`config.mk`:
```
export PLATFORM = sky130hd
export DESIGN_NAME = acpl_ctrl
export DESIGN_NICKNAME = d
export VERILOG_FILES = /design/src/rtl/acpl_pkg.sv /design/src/rtl/acpl_ctrl.sv /design/src/rtl/acpl_sync.sv
export SDC_FILE = /design/constraint.sdc
export NUM_CORES = 1
export LEC_CHECK = 0
export BUFFER_PORTS_ARGS = -buffer_cell sky130_fd_sc_hd__buf_2
export CAP_MARGIN = 20
export CORE_ASPECT_RATIO = 1.1
export CORE_MARGIN = 3
export CORE_UTILIZATION = 61
export CTS_BUF_LIST = sky130_fd_sc_hd__clkbuf_8
export DETAILED_ROUTE_END_ITERATION = 12
export MAX_ROUTING_LAYER = met4
export PLACE_DENSITY = 0.83
export SLEW_MARGIN = 40
export SYNTH_ARGS = -nofsm -noshare
export SYNTH_HDL_FRONTEND = slang
export SYNTH_SLANG_ARGS = --single-unit
```
`constraint.sdc`:
```
create_clock -name aclk -period 4 [get_ports aclk]
set_clock_uncertainty 0.05 [all_clocks]
set_input_delay 0.4 -clock aclk [delete_from_list [all_inputs] [get_ports aclk]]
set_output_delay 0.4 -clock aclk [all_outputs]
set_load 0.005 [all_outputs]
```
`src/rtl/acpl_pkg.sv`:
```
// Package of constants and types shared by the converter control-pin logic.
package acpl_pkg;

	// ********************************
	// Register map
	// ********************************
	localparam logic [7:0] ACPL_CTRL_OFF = 8'h00;
	localparam logic [7:0] ACPL_STATUS_OFF = 8'h04;
	localparam logic [7:0] ACPL_RES_SEL_OFF = 8'h08;
	localparam logic [7:0] ACPL_RES_DATA_OFF = 8'h0c;

	// ********************************
	// Field positions and reset values
	// ********************************
	localparam int ACPL_CTRL_START_EN_BIT = 0;
	localparam int ACPL_CTRL_LEN_LSB = 8;
	localparam int ACPL_ST_BUSY_BIT = 0;
	localparam int ACPL_ST_VALID_BIT = 1;
	localparam int ACPL_ST_MODE_LSB = 2;
	localparam int ACPL_ST_STANDBY_BIT = 4;
	localparam int ACPL_ST_SHUTDOWN_BIT = 5;
	localparam int ACPL_ST_RESET_BIT = 6;
	localparam int ACPL_ST_CS_BIT = 7;
	localparam logic ACPL_START_EN_RST = 1'b1;
	localparam logic [2:0] ACPL_RES_SEL_RST = 3'h0;

	// ********************************
	// Geometry and timing
	// ********************************
	localparam int ACPL_CHANNELS = 8;
	localparam int ACPL_CODE_W = 14;
	localparam int ACPL_BUS_W = 16;
	localparam int ACPL_SYNC_W = 9;
	localparam int ACPL_CLK_PERIOD_NS = 10;
	localparam int ACPL_CONV_TIME_NS = 500;
	localparam int ACPL_CONV_CYCLES = (ACPL_CONV_TIME_NS + ACPL_CLK_PERIOD_NS - 1) / ACPL_CLK_PERIOD_NS;
	localparam logic [7:0] ACPL_CONV_LEN_RST = 8'(ACPL_CONV_CYCLES);

	// ********************************
	// Types
	// ********************************
	typedef enum logic [1:0] {
		ACPL_MODE_PAR_WORD,
		ACPL_MODE_PAR_BYTE,
		ACPL_MODE_SERIAL
	} acpl_mode_t;

	typedef enum logic [1:0] {
		ACPL_CV_IDLE,
		ACPL_CV_HOLD,
		ACPL_CV_RUN
	} acpl_cv_t;

endpackage

```
`src/rtl/acpl_ctrl.sv`:
```
// Control-pin logic of an eight-channel simultaneous-sampling converter, with an AXI4-Lite register port.
//
// The implementer's own choices: register access over AXI4-Lite and the address map.
`timescale 1ns/1ps
module acpl_ctrl
	import acpl_pkg::*;
#(
	parameter int CHANNELS = ACPL_CHANNELS,
	parameter int CODE_W = ACPL_CODE_W
) (
	// Clock and reset
	input wire logic aclk,
	input wire logic aresetn,
	// AXI4-Lite write address and data
	input wire logic [7:0] s_axi_awaddr,
	input wire logic s_axi_awvalid,
	output logic s_axi_awready,
	input wire logic [31:0] s_axi_wdata,
	input wire logic [3:0] s_axi_wstrb,
	input wire logic s_axi_wvalid,
	output logic s_axi_wready,
	// AXI4-Lite write response
	output logic [1:0] s_axi_bresp,
	output logic s_axi_bvalid,
	input wire logic s_axi_bready,
	// AXI4-Lite read
	input wire logic [7:0] s_axi_araddr,
	input wire logic s_axi_arvalid,
	output logic s_axi_arready,
	output logic [31:0] s_axi_rdata,
	output logic [1:0] s_axi_rresp,
	output logic s_axi_rvalid,
	input wire logic s_axi_rready,
	// Control pins from the host
	input wire logic power_down_n,
	input wire logic input_span_select,
	input wire logic interface_select,
	input wire logic sample_start_group_a,
	input wire logic sample_start_group_b,
	input wire logic reset_pin,
	input wire logic chip_select_n,
	input wire logic read_strobe_sclk,
	// Shared pin: mode select input, or data bit 15 in parallel word mode
	input wire logic byte_mode_select_in,
	// Converter core
	output logic [2:0] adc_channel,
	input wire logic [CODE_W-1:0] adc_code,
	// Readout pins
	output logic busy,
	output logic [ACPL_BUS_W-1:0] data_bus_out,
	output logic data_bus_oe_n,
	output logic serial_out_a,
	output logic serial_out_b,
	output logic serial_oe_n,
	output logic first_data,
	output logic first_data_oe_n,
	// Power state
	output logic power_standby,
	output logic power_shutdown
);
	// ********************************
	// Pin synchronisation
	// ********************************
	logic [ACPL_SYNC_W-1:0] pins_raw;
	logic [ACPL_SYNC_W-1:0] pins_now;
	logic [ACPL_SYNC_W-1:0] pins_prev;

	assign pins_raw = {byte_mode_select_in, read_strobe_sclk, chip_select_n, reset_pin, sample_start_group_b,
		sample_start_group_a, interface_select, input_span_select, power_down_n};

	acpl_sync #(.WIDTH(ACPL_SYNC_W)) u_sync (
		.aclk(aclk),
		.aresetn(aresetn),
		.pin_in(pins_raw),
		.level_out(pins_now),
		.level_prev(pins_prev)
	);

	logic pd_n, span, rst_pin, cs_n, dual;
	logic rise_a, rise_b, cs_fall, cs_rise, dual_fall, dual_rise;
	acpl_mode_t mode;

	assign pd_n = pins_now[0];
	assign span = pins_now[1];
	assign rst_pin = pins_now[5];
	assign cs_n = pins_now[6];
	assign dual = pins_now[7];
	assign rise_a = pins_now[3] & ~pins_prev[3];
	assign rise_b = pins_now[4] & ~pins_prev[4];
	assign cs_fall = ~cs_n & pins_prev[6];
	assign cs_rise = cs_n & ~pins_prev[6];
	assign dual_fall = ~dual & pins_prev[7];
	assign dual_rise = dual & ~pins_prev[7];

	always_comb begin
		if (!pins_now[2]) begin
			mode = ACPL_MODE_PAR_WORD;
		end else if (pins_now[8]) begin
			mode = ACPL_MODE_PAR_BYTE;
		end else begin
			mode = ACPL_MODE_SERIAL;
		end
	end

	// ********************************
	// Power-down
	// ********************************
	// A low level is obeyed whenever it is seen; the host owns the recovery wait after release.
	assign power_standby = ~pd_n & ~span;
	assign power_shutdown = ~pd_n & span;

	logic hold_logic;
	assign hold_logic = rst_pin | ~pd_n;

	// ********************************
	// Registers
	// ********************************
	logic start_en_ff;
	logic [7:0] conv_len_ff;
	logic [2:0] res_sel_ff;
	logic [CODE_W-1:0] result_ff [CHANNELS];
	logic valid_ff;

	// ********************************
	// Conversion
	// ********************************
	acpl_cv_t cv_ff;
	logic hold_a_ff, hold_b_ff;
	logic [2:0] cv_ch_ff;
	logic [7:0] cv_cnt_ff;
	logic start_ok;

	// Edges during reset, power-down or an active conversion are dropped.
	assign start_ok = start_en_ff & ~hold_logic & (cv_ff != ACPL_CV_RUN);
	assign busy = (cv_ff == ACPL_CV_RUN);
	assign adc_channel = cv_ch_ff;

	always_ff @(posedge aclk) begin
		if (!aresetn || hold_logic) begin
			cv_ff <= ACPL_CV_IDLE;
			hold_a_ff <= 1'b0;
			hold_b_ff <= 1'b0;
			cv_ch_ff <= 3'h0;
			cv_cnt_ff <= 8'h00;
		end else begin
			unique case (cv_ff)
				ACPL_CV_IDLE, ACPL_CV_HOLD: begin
					// Both groups must be held before the converter runs all channels.
					if ((hold_a_ff | (start_ok & rise_a)) && (hold_b_ff | (start_ok & rise_b))) begin
						cv_ff <= ACPL_CV_RUN;
						hold_a_ff <= 1'b0;
						hold_b_ff <= 1'b0;
						cv_ch_ff <= 3'h0;
						cv_cnt_ff <= 8'h00;
					end else if (start_ok && (rise_a || rise_b)) begin
						cv_ff <= ACPL_CV_HOLD;
						hold_a_ff <= hold_a_ff | rise_a;
						hold_b_ff <= hold_b_ff | rise_b;
					end
				end
				ACPL_CV_RUN: begin
					if (cv_cnt_ff >= conv_len_ff - 8'h01) begin
						cv_cnt_ff <= 8'h00;
						if (cv_ch_ff == 3'(CHANNELS - 1)) begin
							cv_ff <= ACPL_CV_IDLE;
						end else begin
							cv_ch_ff <= cv_ch_ff + 3'h1;
						end
					end else begin
						cv_cnt_ff <= cv_cnt_ff + 8'h01;
					end
				end
			endcase
		end
	end

	logic latch_now;
	assign latch_now = busy & (cv_cnt_ff >= conv_len_ff - 8'h01);

	always_ff @(posedge aclk) begin
		if (!aresetn || rst_pin) begin
			for (int i = 0; i < CHANNELS; i++) begin
				result_ff[i] <= '0;
			end
		end else if (latch_now) begin
			result_ff[cv_ch_ff] <= adc_code;
		end
	end

	always_ff @(posedge aclk) begin
		if (!aresetn || hold_logic) begin
			valid_ff <= 1'b0;
		end else if (cv_ff == ACPL_CV_RUN && cv_ff != ACPL_CV_IDLE && latch_now && cv_ch_ff == 3'(CHANNELS - 1)) begin
			valid_ff <= 1'b1;
		end else if (cv_ff != ACPL_CV_RUN && start_ok && (rise_a || rise_b)) begin
			valid_ff <= 1'b0;
		end
	end

	// ********************************
	// Readout
	// ********************************
	// Readout never looks at the start pins, so data can be read at any start level.
	logic rd_started_ff;
	logic [3:0] rd_idx_ff;
	logic [3:0] sh_bit_ff;
	logic [1:0] sh_ch_ff;
	logic [ACPL_BUS_W-1:0] bus_ff;
	logic ser_a_ff, ser_b_ff, first_ff;
	logic [CODE_W-1:0] word_now;

	assign word_now = result_ff[mode == ACPL_MODE_PAR_BYTE ? rd_idx_ff[3:1] : rd_idx_ff[2:0]];

	always_ff @(posedge aclk) begin
		if (!aresetn || rst_pin || cs_fall) begin
			rd_started_ff <= 1'b0;
			rd_idx_ff <= 4'h0;
			sh_bit_ff <= 4'h0;
			sh_ch_ff <= 2'h0;
		end else if (!cs_n) begin
			if (mode != ACPL_MODE_SERIAL && dual_fall) begin
				rd_started_ff <= 1'b1;
				rd_idx_ff <= rd_started_ff ? rd_idx_ff + 4'h1 : 4'h0;
			end else if (mode == ACPL_MODE_SERIAL && dual_rise) begin
				if (sh_bit_ff == 4'(CODE_W - 1)) begin
					sh_bit_ff <= 4'h0;
					sh_ch_ff <= sh_ch_ff + 2'h1;
				end else begin
					sh_bit_ff <= sh_bit_ff + 4'h1;
				end
			end
		end
	end

	always_ff @(posedge aclk) begin
		if (!aresetn || rst_pin) begin
			bus_ff <= '0;
			ser_a_ff <= 1'b0;
			ser_b_ff <= 1'b0;
			first_ff <= 1'b0;
		end else begin
			if (mode == ACPL_MODE_PAR_BYTE) begin
				bus_ff <= rd_idx_ff[0] ? {8'h00, word_now[7:0]}
					: {8'h00, {2{word_now[CODE_W-1]}}, word_now[CODE_W-1:8]};
			end else begin
				bus_ff <= {{(ACPL_BUS_W - CODE_W){word_now[CODE_W-1]}}, word_now};
			end
			ser_a_ff <= result_ff[{1'b0, sh_ch_ff}][4'(CODE_W - 1) - sh_bit_ff];
			ser_b_ff <= result_ff[{1'b1, sh_ch_ff}][4'(CODE_W - 1) - sh_bit_ff];
			if (mode == ACPL_MODE_SERIAL) begin
				first_ff <= (sh_ch_ff == 2'h0);
			end else if (mode == ACPL_MODE_PAR_BYTE) begin
				first_ff <= rd_started_ff & (rd_idx_ff[3:1] == 3'h0);
			end else begin
				first_ff <= rd_started_ff & (rd_idx_ff == 4'h0);
			end
		end
	end

	assign data_bus_out = bus_ff;
	assign serial_out_a = ser_a_ff;
	assign serial_out_b = ser_b_ff;
	assign first_data = first_ff;
	assign data_bus_oe_n = ~((mode != ACPL_MODE_SERIAL) & ~cs_n & ~dual & ~cs_rise);
	assign serial_oe_n = ~((mode == ACPL_MODE_SERIAL) & ~cs_n);
	assign first_data_oe_n = cs_n;

	// ********************************
	// AXI4-Lite slave
	// ********************************
	logic aw_got_ff, w_got_ff, bvalid_ff, rvalid_ff;
	logic [7:0] awaddr_ff;
	logic [31:0] wdata_ff, rdata_ff;
	logic [3:0] wstrb_ff;
	logic [1:0] bresp_ff, rresp_ff;
	logic do_write;

	assign s_axi_awready = ~aw_got_ff & ~bvalid_ff;
	assign s_axi_wready = ~w_got_ff & ~bvalid_ff;
	assign s_axi_bvalid = bvalid_ff;
	assign s_axi_bresp = bresp_ff;
	assign s_axi_arready = ~rvalid_ff;
	assign s_axi_rvalid = rvalid_ff;
	assign s_axi_rdata = rdata_ff;
	assign s_axi_rresp = rresp_ff;
	assign do_write = aw_got_ff & w_got_ff & ~bvalid_ff;

	always_ff @(posedge aclk) begin
		if (!aresetn) begin
			aw_got_ff <= 1'b0;
			w_got_ff <= 1'b0;
			bvalid_ff <= 1'b0;
			bresp_ff <= 2'h0;
			awaddr_ff <= 8'h00;
			wdata_ff <= 32'h0000_0000;
			wstrb_ff <= 4'h0;
		end else begin
			if (s_axi_awvalid && s_axi_awready) begin
				aw_got_ff <= 1'b1;
				awaddr_ff <= s_axi_awaddr;
			end
			if (s_axi_wvalid && s_axi_wready) begin
				w_got_ff <= 1'b1;
				wdata_ff <= s_axi_wdata;
				wstrb_ff <= s_axi_wstrb;
			end
			if (do_write) begin
				aw_got_ff <= 1'b0;
				w_got_ff <= 1'b0;
				bvalid_ff <= 1'b1;
				bresp_ff <= (awaddr_ff == ACPL_CTRL_OFF || awaddr_ff == ACPL_RES_SEL_OFF) ? 2'h0 : 2'h2;
			end else if (bvalid_ff && s_axi_bready) begin
				bvalid_ff <= 1'b0;
			end
		end
	end

	always_ff @(posedge aclk) begin
		if (!aresetn) begin
			start_en_ff <= ACPL_START_EN_RST;
			conv_len_ff <= ACPL_CONV_LEN_RST;
			res_sel_ff <= ACPL_RES_SEL_RST;
		end else if (do_write) begin
			if (awaddr_ff == ACPL_CTRL_OFF && wstrb_ff[0]) begin
				start_en_ff <= wdata_ff[ACPL_CTRL_START_EN_BIT];
			end
			// A zero length would wrap the end count to 255 and stretch each channel to 256 cycles, so it is raised to one.
			if (awaddr_ff == ACPL_CTRL_OFF && wstrb_ff[1]) begin
				conv_len_ff <= (wdata_ff[ACPL_CTRL_LEN_LSB +: 8] == 8'h00) ? 8'h01 : wdata_ff[ACPL_CTRL_LEN_LSB +: 8];
			end
			if (awaddr_ff == ACPL_RES_SEL_OFF && wstrb_ff[0]) begin
				res_sel_ff <= wdata_ff[2:0];
			end
		end
	end

	always_ff @(posedge aclk) begin
		if (!aresetn) begin
			rvalid_ff <= 1'b0;
			rdata_ff <= 32'h0000_0000;
			rresp_ff <= 2'h0;
		end else if (s_axi_arvalid && s_axi_arready) begin
			rvalid_ff <= 1'b1;
			rresp_ff <= 2'h0;
			rdata_ff <= 32'h0000_0000;
			unique case (s_axi_araddr)
				ACPL_CTRL_OFF: begin
					rdata_ff[ACPL_CTRL_START_EN_BIT] <= start_en_ff;
					rdata_ff[ACPL_CTRL_LEN_LSB +: 8] <= conv_len_ff;
				end
				ACPL_STATUS_OFF: begin
					rdata_ff[ACPL_ST_BUSY_BIT] <= busy;
					rdata_ff[ACPL_ST_VALID_BIT] <= valid_ff;
					rdata_ff[ACPL_ST_MODE_LSB +: 2] <= mode;
					rdata_ff[ACPL_ST_STANDBY_BIT] <= power_standby;
					rdata_ff[ACPL_ST_SHUTDOWN_BIT] <= power_shutdown;
					rdata_ff[ACPL_ST_RESET_BIT] <= rst_pin;
					rdata_ff[ACPL_ST_CS_BIT] <= cs_n;
				end
				ACPL_RES_SEL_OFF: begin
					rdata_ff[2:0] <= res_sel_ff;
				end
				ACPL_RES_DATA_OFF: begin
					rdata_ff[CODE_W-1:0] <= result_ff[res_sel_ff];
				end
				default: begin
					rresp_ff <= 2'h2;
				end
			endcase
		end else if (rvalid_ff && s_axi_rready) begin
			rvalid_ff <= 1'b0;
		end
	end
endmodule // acpl_ctrl

```
`src/rtl/acpl_sync.sv`:
```
// Two-stage synchroniser for a vector of pin inputs, with a registered copy for edge finding.
`timescale 1ns/1ps
module acpl_sync #(
	parameter int WIDTH = 1
) (
	// Clock and reset
	input wire logic aclk,
	input wire logic aresetn,
	// Pins in, synchronised levels out
	input wire logic [WIDTH-1:0] pin_in,
	output logic [WIDTH-1:0] level_out,
	output logic [WIDTH-1:0] level_prev
);
	logic [WIDTH-1:0] meta_ff;
	logic [WIDTH-1:0] sync_ff;
	logic [WIDTH-1:0] prev_ff;

	// The first stage feeds only the second stage.
	always_ff @(posedge aclk) begin
		meta_ff <= pin_in;
		sync_ff <= meta_ff;
	end

	always_ff @(posedge aclk) begin
		if (!aresetn) begin
			// Loading the live level keeps a pin that idles high from showing a false edge after reset.
			prev_ff <= sync_ff;
		end else begin
			prev_ff <= sync_ff;
		end
	end

	assign level_out = sync_ff;
	assign level_prev = prev_ff;
endmodule // acpl_sync

```
==> results.env <==
TRITONCTS='yes'
CTS_BUFFERS=38
CP_NUM_BUF_INV=2
FINAL_HOLD_VIOL_COUNT=0
SYNTH.LIB_CELLS_USED.DISTINCT=72
P_SWITCHING_mW=1.20
TIMING.CRITICAL_PATH.SLOWEST_STAGE_CELL='sky130_fd_sc_hd__nor4_4'
CRITPATHCAPTURETYPE='register'
SYNTH.FF_LATCH_COUNT=238
MOSTFREQUENTLAYOUTCELLS='sky130_fd_sc_hd__nand2_1, sky130_fd_sc_hd__dfxtp_1, sky130_fd_sc_hd__and2_1'
DETAILROUTE.WIRELENGTH.MET3_UM=3560
FINALMAXSLEWVIOLATIONS=0
DETAILED_PLACE_HPWL_UM=22700
TOT_GR_TRACK_USE=0.303
SEQ_POWER_SHARE=0.537
MAX_CAP_VIOLATIONS=0
CRITICAL-PATH-TOP-CELL-BY-COUNT='sky130_fd_sc_hd__buf_4'
SYNTH.CELL_AREA_UM2=12300
DRIVE_GT1_FRAC=0.211
GRT_START_MAX_NET_PINS=58
ROOT_BUFFER='sky130_fd_sc_hd__clkbuf_8'
RELSLEWSLACK=0.419
VIA_COUNT=9429
PLACE_WORST_SETUP_SLACK_PS=274
CRIT_PATH_MAX_INCR_DELAY_PS=510
FP.DIEH_UM=155
WL_UM=32500
SYNTH_CELLS=1105
POWER.DENSITY_CELL_AREA_nW_PER_UM2=362
VDD_DROP_MAX_V=0.000349
SETUP_VIOL_COUNT_FINAL=0
DRT_DRC_VIOLATIONS_LEFT=0
CTS.REPAIR_TIMING.SETUP_BUFFER_COUNT=0
GRT_PASS1_VIAS=9364
ROW_COUNT=53
IO_PINS=151
NUMBER_OF_PORT_BUFFERS=109
VIAS_PER_CELL=6.25
DESIGN.FINAL.NETS=1333
FINAL.MIN_CLOCK_PERIOD_PS=3690
WORSTSETUPSTARTPOINTTYPE='register'
DETAIL_ROUTE.WL_PER_CELL_UM=21.5
YOSYS_WARN_COUNT=0
FINALWEIGHTEDCONGESTION=0.930
WIRE_LENGTH_OF_THE_FIRST_GLOBAL_ROUTING_PASS_UM=49900
DR_WL_MET2_UM=15500
MOST_COMMON_CELL_AFTER_LAYOUT_FILL_AND_TAPS_ASIDE='sky130_fd_sc_hd__nand2_1'
FMAX_MHz=271
START_UTIL=0.631
DRT_FIRST_PASS_ITERS=5
INSERTION_DELAY_PS=550
WORST-SLEW-PIN-TRANSITION_PS=870
CRIT_PATH_CELL_CHAIN='nor2_1 -> nand3_1 -> nor4_1 -> xnor2_1 -> ha_1 -> nand4_1 -> o21a_2 -> nor4_4 -> buf_4 -> nand2b_1 -> buf_4'
WORST_PATH_REQUIRED_TIME_PS=4190
CP_TOP_FAMILY='simple AND/OR/NAND/NOR gates'
GRT_REMAINING_OVERFLOW=0
AREA.GROWTH.SYNTH_TO_FINAL_PCT=12.4
CLKSINKCOUNT=238
CRITICALPATHCATEGORY='reg2reg'
NUMBER_OF_ENABLE_TYPE_REGISTER_CELLS_IN_THE_SYNTHESIZED_NETLIST=112
CP.ARRIVAL_PS=3880
CP_MAX_FO=12
COMB_POWER_SHARE=0.062
P_CLK_FRAC=0.401
SYNTH.YOSYS.SEQ_AREA_SHARE=0.480
WORST_SLACK_PS=315
ASYNC_S_R_FF_SHARE_SYNTH=0
FRACTION_OF_THE_CYCLE_THE_FINAL_WORST_PATH_NEEDS=0.921
SWITCHING_SHARE=0.241
CTS_HTREE_LEVELS=2
DIE_WIDTH_UM=141
TOTALNEGATIVESETUPSLACK_PS=0
SYNTH_FLOP_CELL='sky130_fd_sc_hd__dfxtp_1'
HIGHEST-SIGNAL-LAYER='met4'
FP.DIEAREA_UM2=21800
LEAKAGEPOWER_nW=5.66
NUM_ANTENNA_CELLS=0
ROUTE.LAYER.MET1.WL_UM=11900
INTPOWER_mW=3.78
CTS-ROOT-TO-SINK-BUFFERS=3
POST_SYNTH.CELL_AREA_AVG_UM2=11.1
ROUTE.ANTENNA.REMAINING_NETS=0
FIRST_ITER_VIOLATIONS=1043
CLK_PIN_SLEW_PS=70
FINISH.UTILIZATION=0.709
RSZ_0062_RAISED_AFTER_GLOBAL_ROUTING='no'
POST-LAYOUT-TOTAL-POWER_mW=4.98
CORE_AREA_UM2=19400
WORSTHOLDPATHTYPE='in2reg'
STATUS='finished, final reports clean'
ANTENNA_FOUND_INITIAL=0
path summary, 6_finish.rpt:
| path | startpoint | to | slack (ps) | cells after the start |
|---|---|---|---|---|
| setup / recovery | conv_len_ff[2] | result_ff[3][5] | 310 | 11 |
| setup reg to reg | conv_len_ff[2] | result_ff[3][5] | 310 | 11 |
| hold reg to reg | u_sync.meta_ff[7] | u_sync.level_out[7] | 270 | 0 |
| hold / removal | s_axi_wdata[11] | wdata_ff[11] | 60 | 3 |
worst reg2reg max path, delay by kind of cell, from the launching register on:
family | cells | cell delay [ps]
AO/OA/AOI/OAI | 1 | 400
XOR/XNOR | 1 | 130
adder cells (fa/ha/maj) | 1 | 300
buffers and inverters | 2 | 540
flip-flops | 1 | 360
AND/OR/NAND/NOR | 6 | 1590
flip-flops by register name (all words and copies together), names as in the netlist, 2 cells and up, named ones only:
signal             flops
adc_channel            3
awaddr_ff              8
conv_len_ff            8
cv_cnt_ff              8
cv_ff                  2
data_bus_out          14
rd_idx_ff              4
res_sel_ff             3
result_ff            112
s_axi_rdata           16
sh_bit_ff              4
sh_ch_ff               2
u_sync.level_out       9
u_sync.level_prev      4
u_sync.meta_ff         9
wdata_ff              11
wstrb_ff               2
power by group through the flow:
stage / logic, mW / clock network, mW / registers, mW
finish: 0.307 / 2.00 / 2.68
global route: 0.336 / 2.14 / 2.68
CTS: 0.305 / 2.03 / 2.67
detailed placement: 0.297 / 0 / 2.73
global placement: 0.290 / 0 / 2.72
floorplan: 0.184 / 0 / 2.70
synthesized netlist by cell type, types with 3 or more instances:
cell type	n	area share
sky130_fd_sc_hd__nand2_1	167	0.051
sky130_fd_sc_hd__dfxtp_1	126	0.21
sky130_fd_sc_hd__and2_1	118	0.060
sky130_fd_sc_hd__edfxtp_1	112	0.27
sky130_fd_sc_hd__nor2_1	62	0.019
sky130_fd_sc_hd__mux4_2	49	0.090
sky130_fd_sc_hd__mux2i_1	37	0.030
sky130_fd_sc_hd__o21ai_0	31	0.013
sky130_fd_sc_hd__a21boi_0	29	0.018
sky130_fd_sc_hd__nand3_1	29	0.012
sky130_fd_sc_hd__buf_4	25	0.015
sky130_fd_sc_hd__a21oi_1	24	0.0098
sky130_fd_sc_hd__clkbuf_1	24	0.0073
sky130_fd_sc_hd__buf_2	19	0.0078
sky130_fd_sc_hd__ha_1	19	0.019
sky130_fd_sc_hd__inv_1	16	0.0049
sky130_fd_sc_hd__nand2b_1	15	0.0077
sky130_fd_sc_hd__o211a_1	13	0.011
sky130_fd_sc_hd__mux4_1	12	0.026
sky130_fd_sc_hd__nor2b_1	12	0.0061
sky130_fd_sc_hd__a21o_1	9	0.0055
sky130_fd_sc_hd__nor3_1	9	0.0037
sky130_fd_sc_hd__o211ai_1	9	0.0055
sky130_fd_sc_hd__o221ai_1	9	0.0064
sky130_fd_sc_hd__xnor2_1	9	0.0064
sky130_fd_sc_hd__xor2_1	9	0.0064
sky130_fd_sc_hd__nand4_1	8	0.0041
sky130_fd_sc_hd__nor4_1	7	0.0036
sky130_fd_sc_hd__a31oi_1	5	0.0026
sky130_fd_sc_hd__a32oi_1	5	0.0036
sky130_fd_sc_hd__and3_1	5	0.0026
sky130_fd_sc_hd__buf_6	5	0.0046
sky130_fd_sc_hd__nor4_4	5	0.0087
sky130_fd_sc_hd__a22oi_1	4	0.0024
sky130_fd_sc_hd__buf_1	4	0.0012
sky130_fd_sc_hd__mux2_2	4	0.0037
sky130_fd_sc_hd__nor3b_1	4	0.0024
sky130_fd_sc_hd__o22ai_1	4	0.0020
sky130_fd_sc_hd__o31ai_1	4	0.0024
sky130_fd_sc_hd__a211oi_1	3	0.0018
sky130_fd_sc_hd__a221oi_1	3	0.0021
sky130_fd_sc_hd__a22o_1	3	0.0021
sky130_fd_sc_hd__o2111ai_1	3	0.0021
sky130_fd_sc_hd__o21a_1	3	0.0018
stage by stage:
| stage | instance area, um^2 | instances | hold slack (ps) |
|---|---|---|---|
| CTS | 13800 | 1506 | 35.9 |
| floorplan | 12300 | 1122 | 260 |
| finish | 13800 | 1508 | 56.2 |
| global placement | 12900 | 1428 | 261 |
| global route | 13800 | 1508 | 65.0 |
| detailed placement | 13000 | 1428 | 262 |
logic make-up after synthesis:
| group | count (synthesis) | synth area share |
|---|---|---|
| AND/OR/NAND/NOR | 455 | 0.193 |
| flip-flops | 238 | 0.480 |
| AO/OA/AOI/OAI | 174 | 0.101 |
| multiplexers | 102 | 0.150 |
| buffers and inverters | 98 | 0.0442 |
| adder cells (fa/ha/maj) | 19 | 0.0194 |
| XOR/XNOR | 18 | 0.0129 |
| other | 1 | 0.000306 |
cell type report:
| cell class | instances | area [um^2] |
|---|---|---|
| Timing Repair Buffer | 150 | 876 |
| Clock buffer | 42 | 578 |
| Fill cell | 1390 | 5650 |
| Tap cell | 247 | 309 |
| Sequential cell | 238 | 5890 |
| Clock inverter | 27 | 148 |
| Inverter | 18 | 67.6 |
| Multi-Input combinational cell | 786 | 5920 |
routing by layer:
layer | vias up | GRT usage
met2 | 632 | 0.484
met1 | 4405 | 0.361
met4 | 0 | 0.155
met3 | 132 | 0.0677
met5 | - | -
li1 | 4260 | -
timing repair:
item | CTS | global route
endpoints found under the hold margin | 9 | 0
hold buffers | 9 | 0
resized for setup | 0 | 0
(Power assumes the default switching activity.)
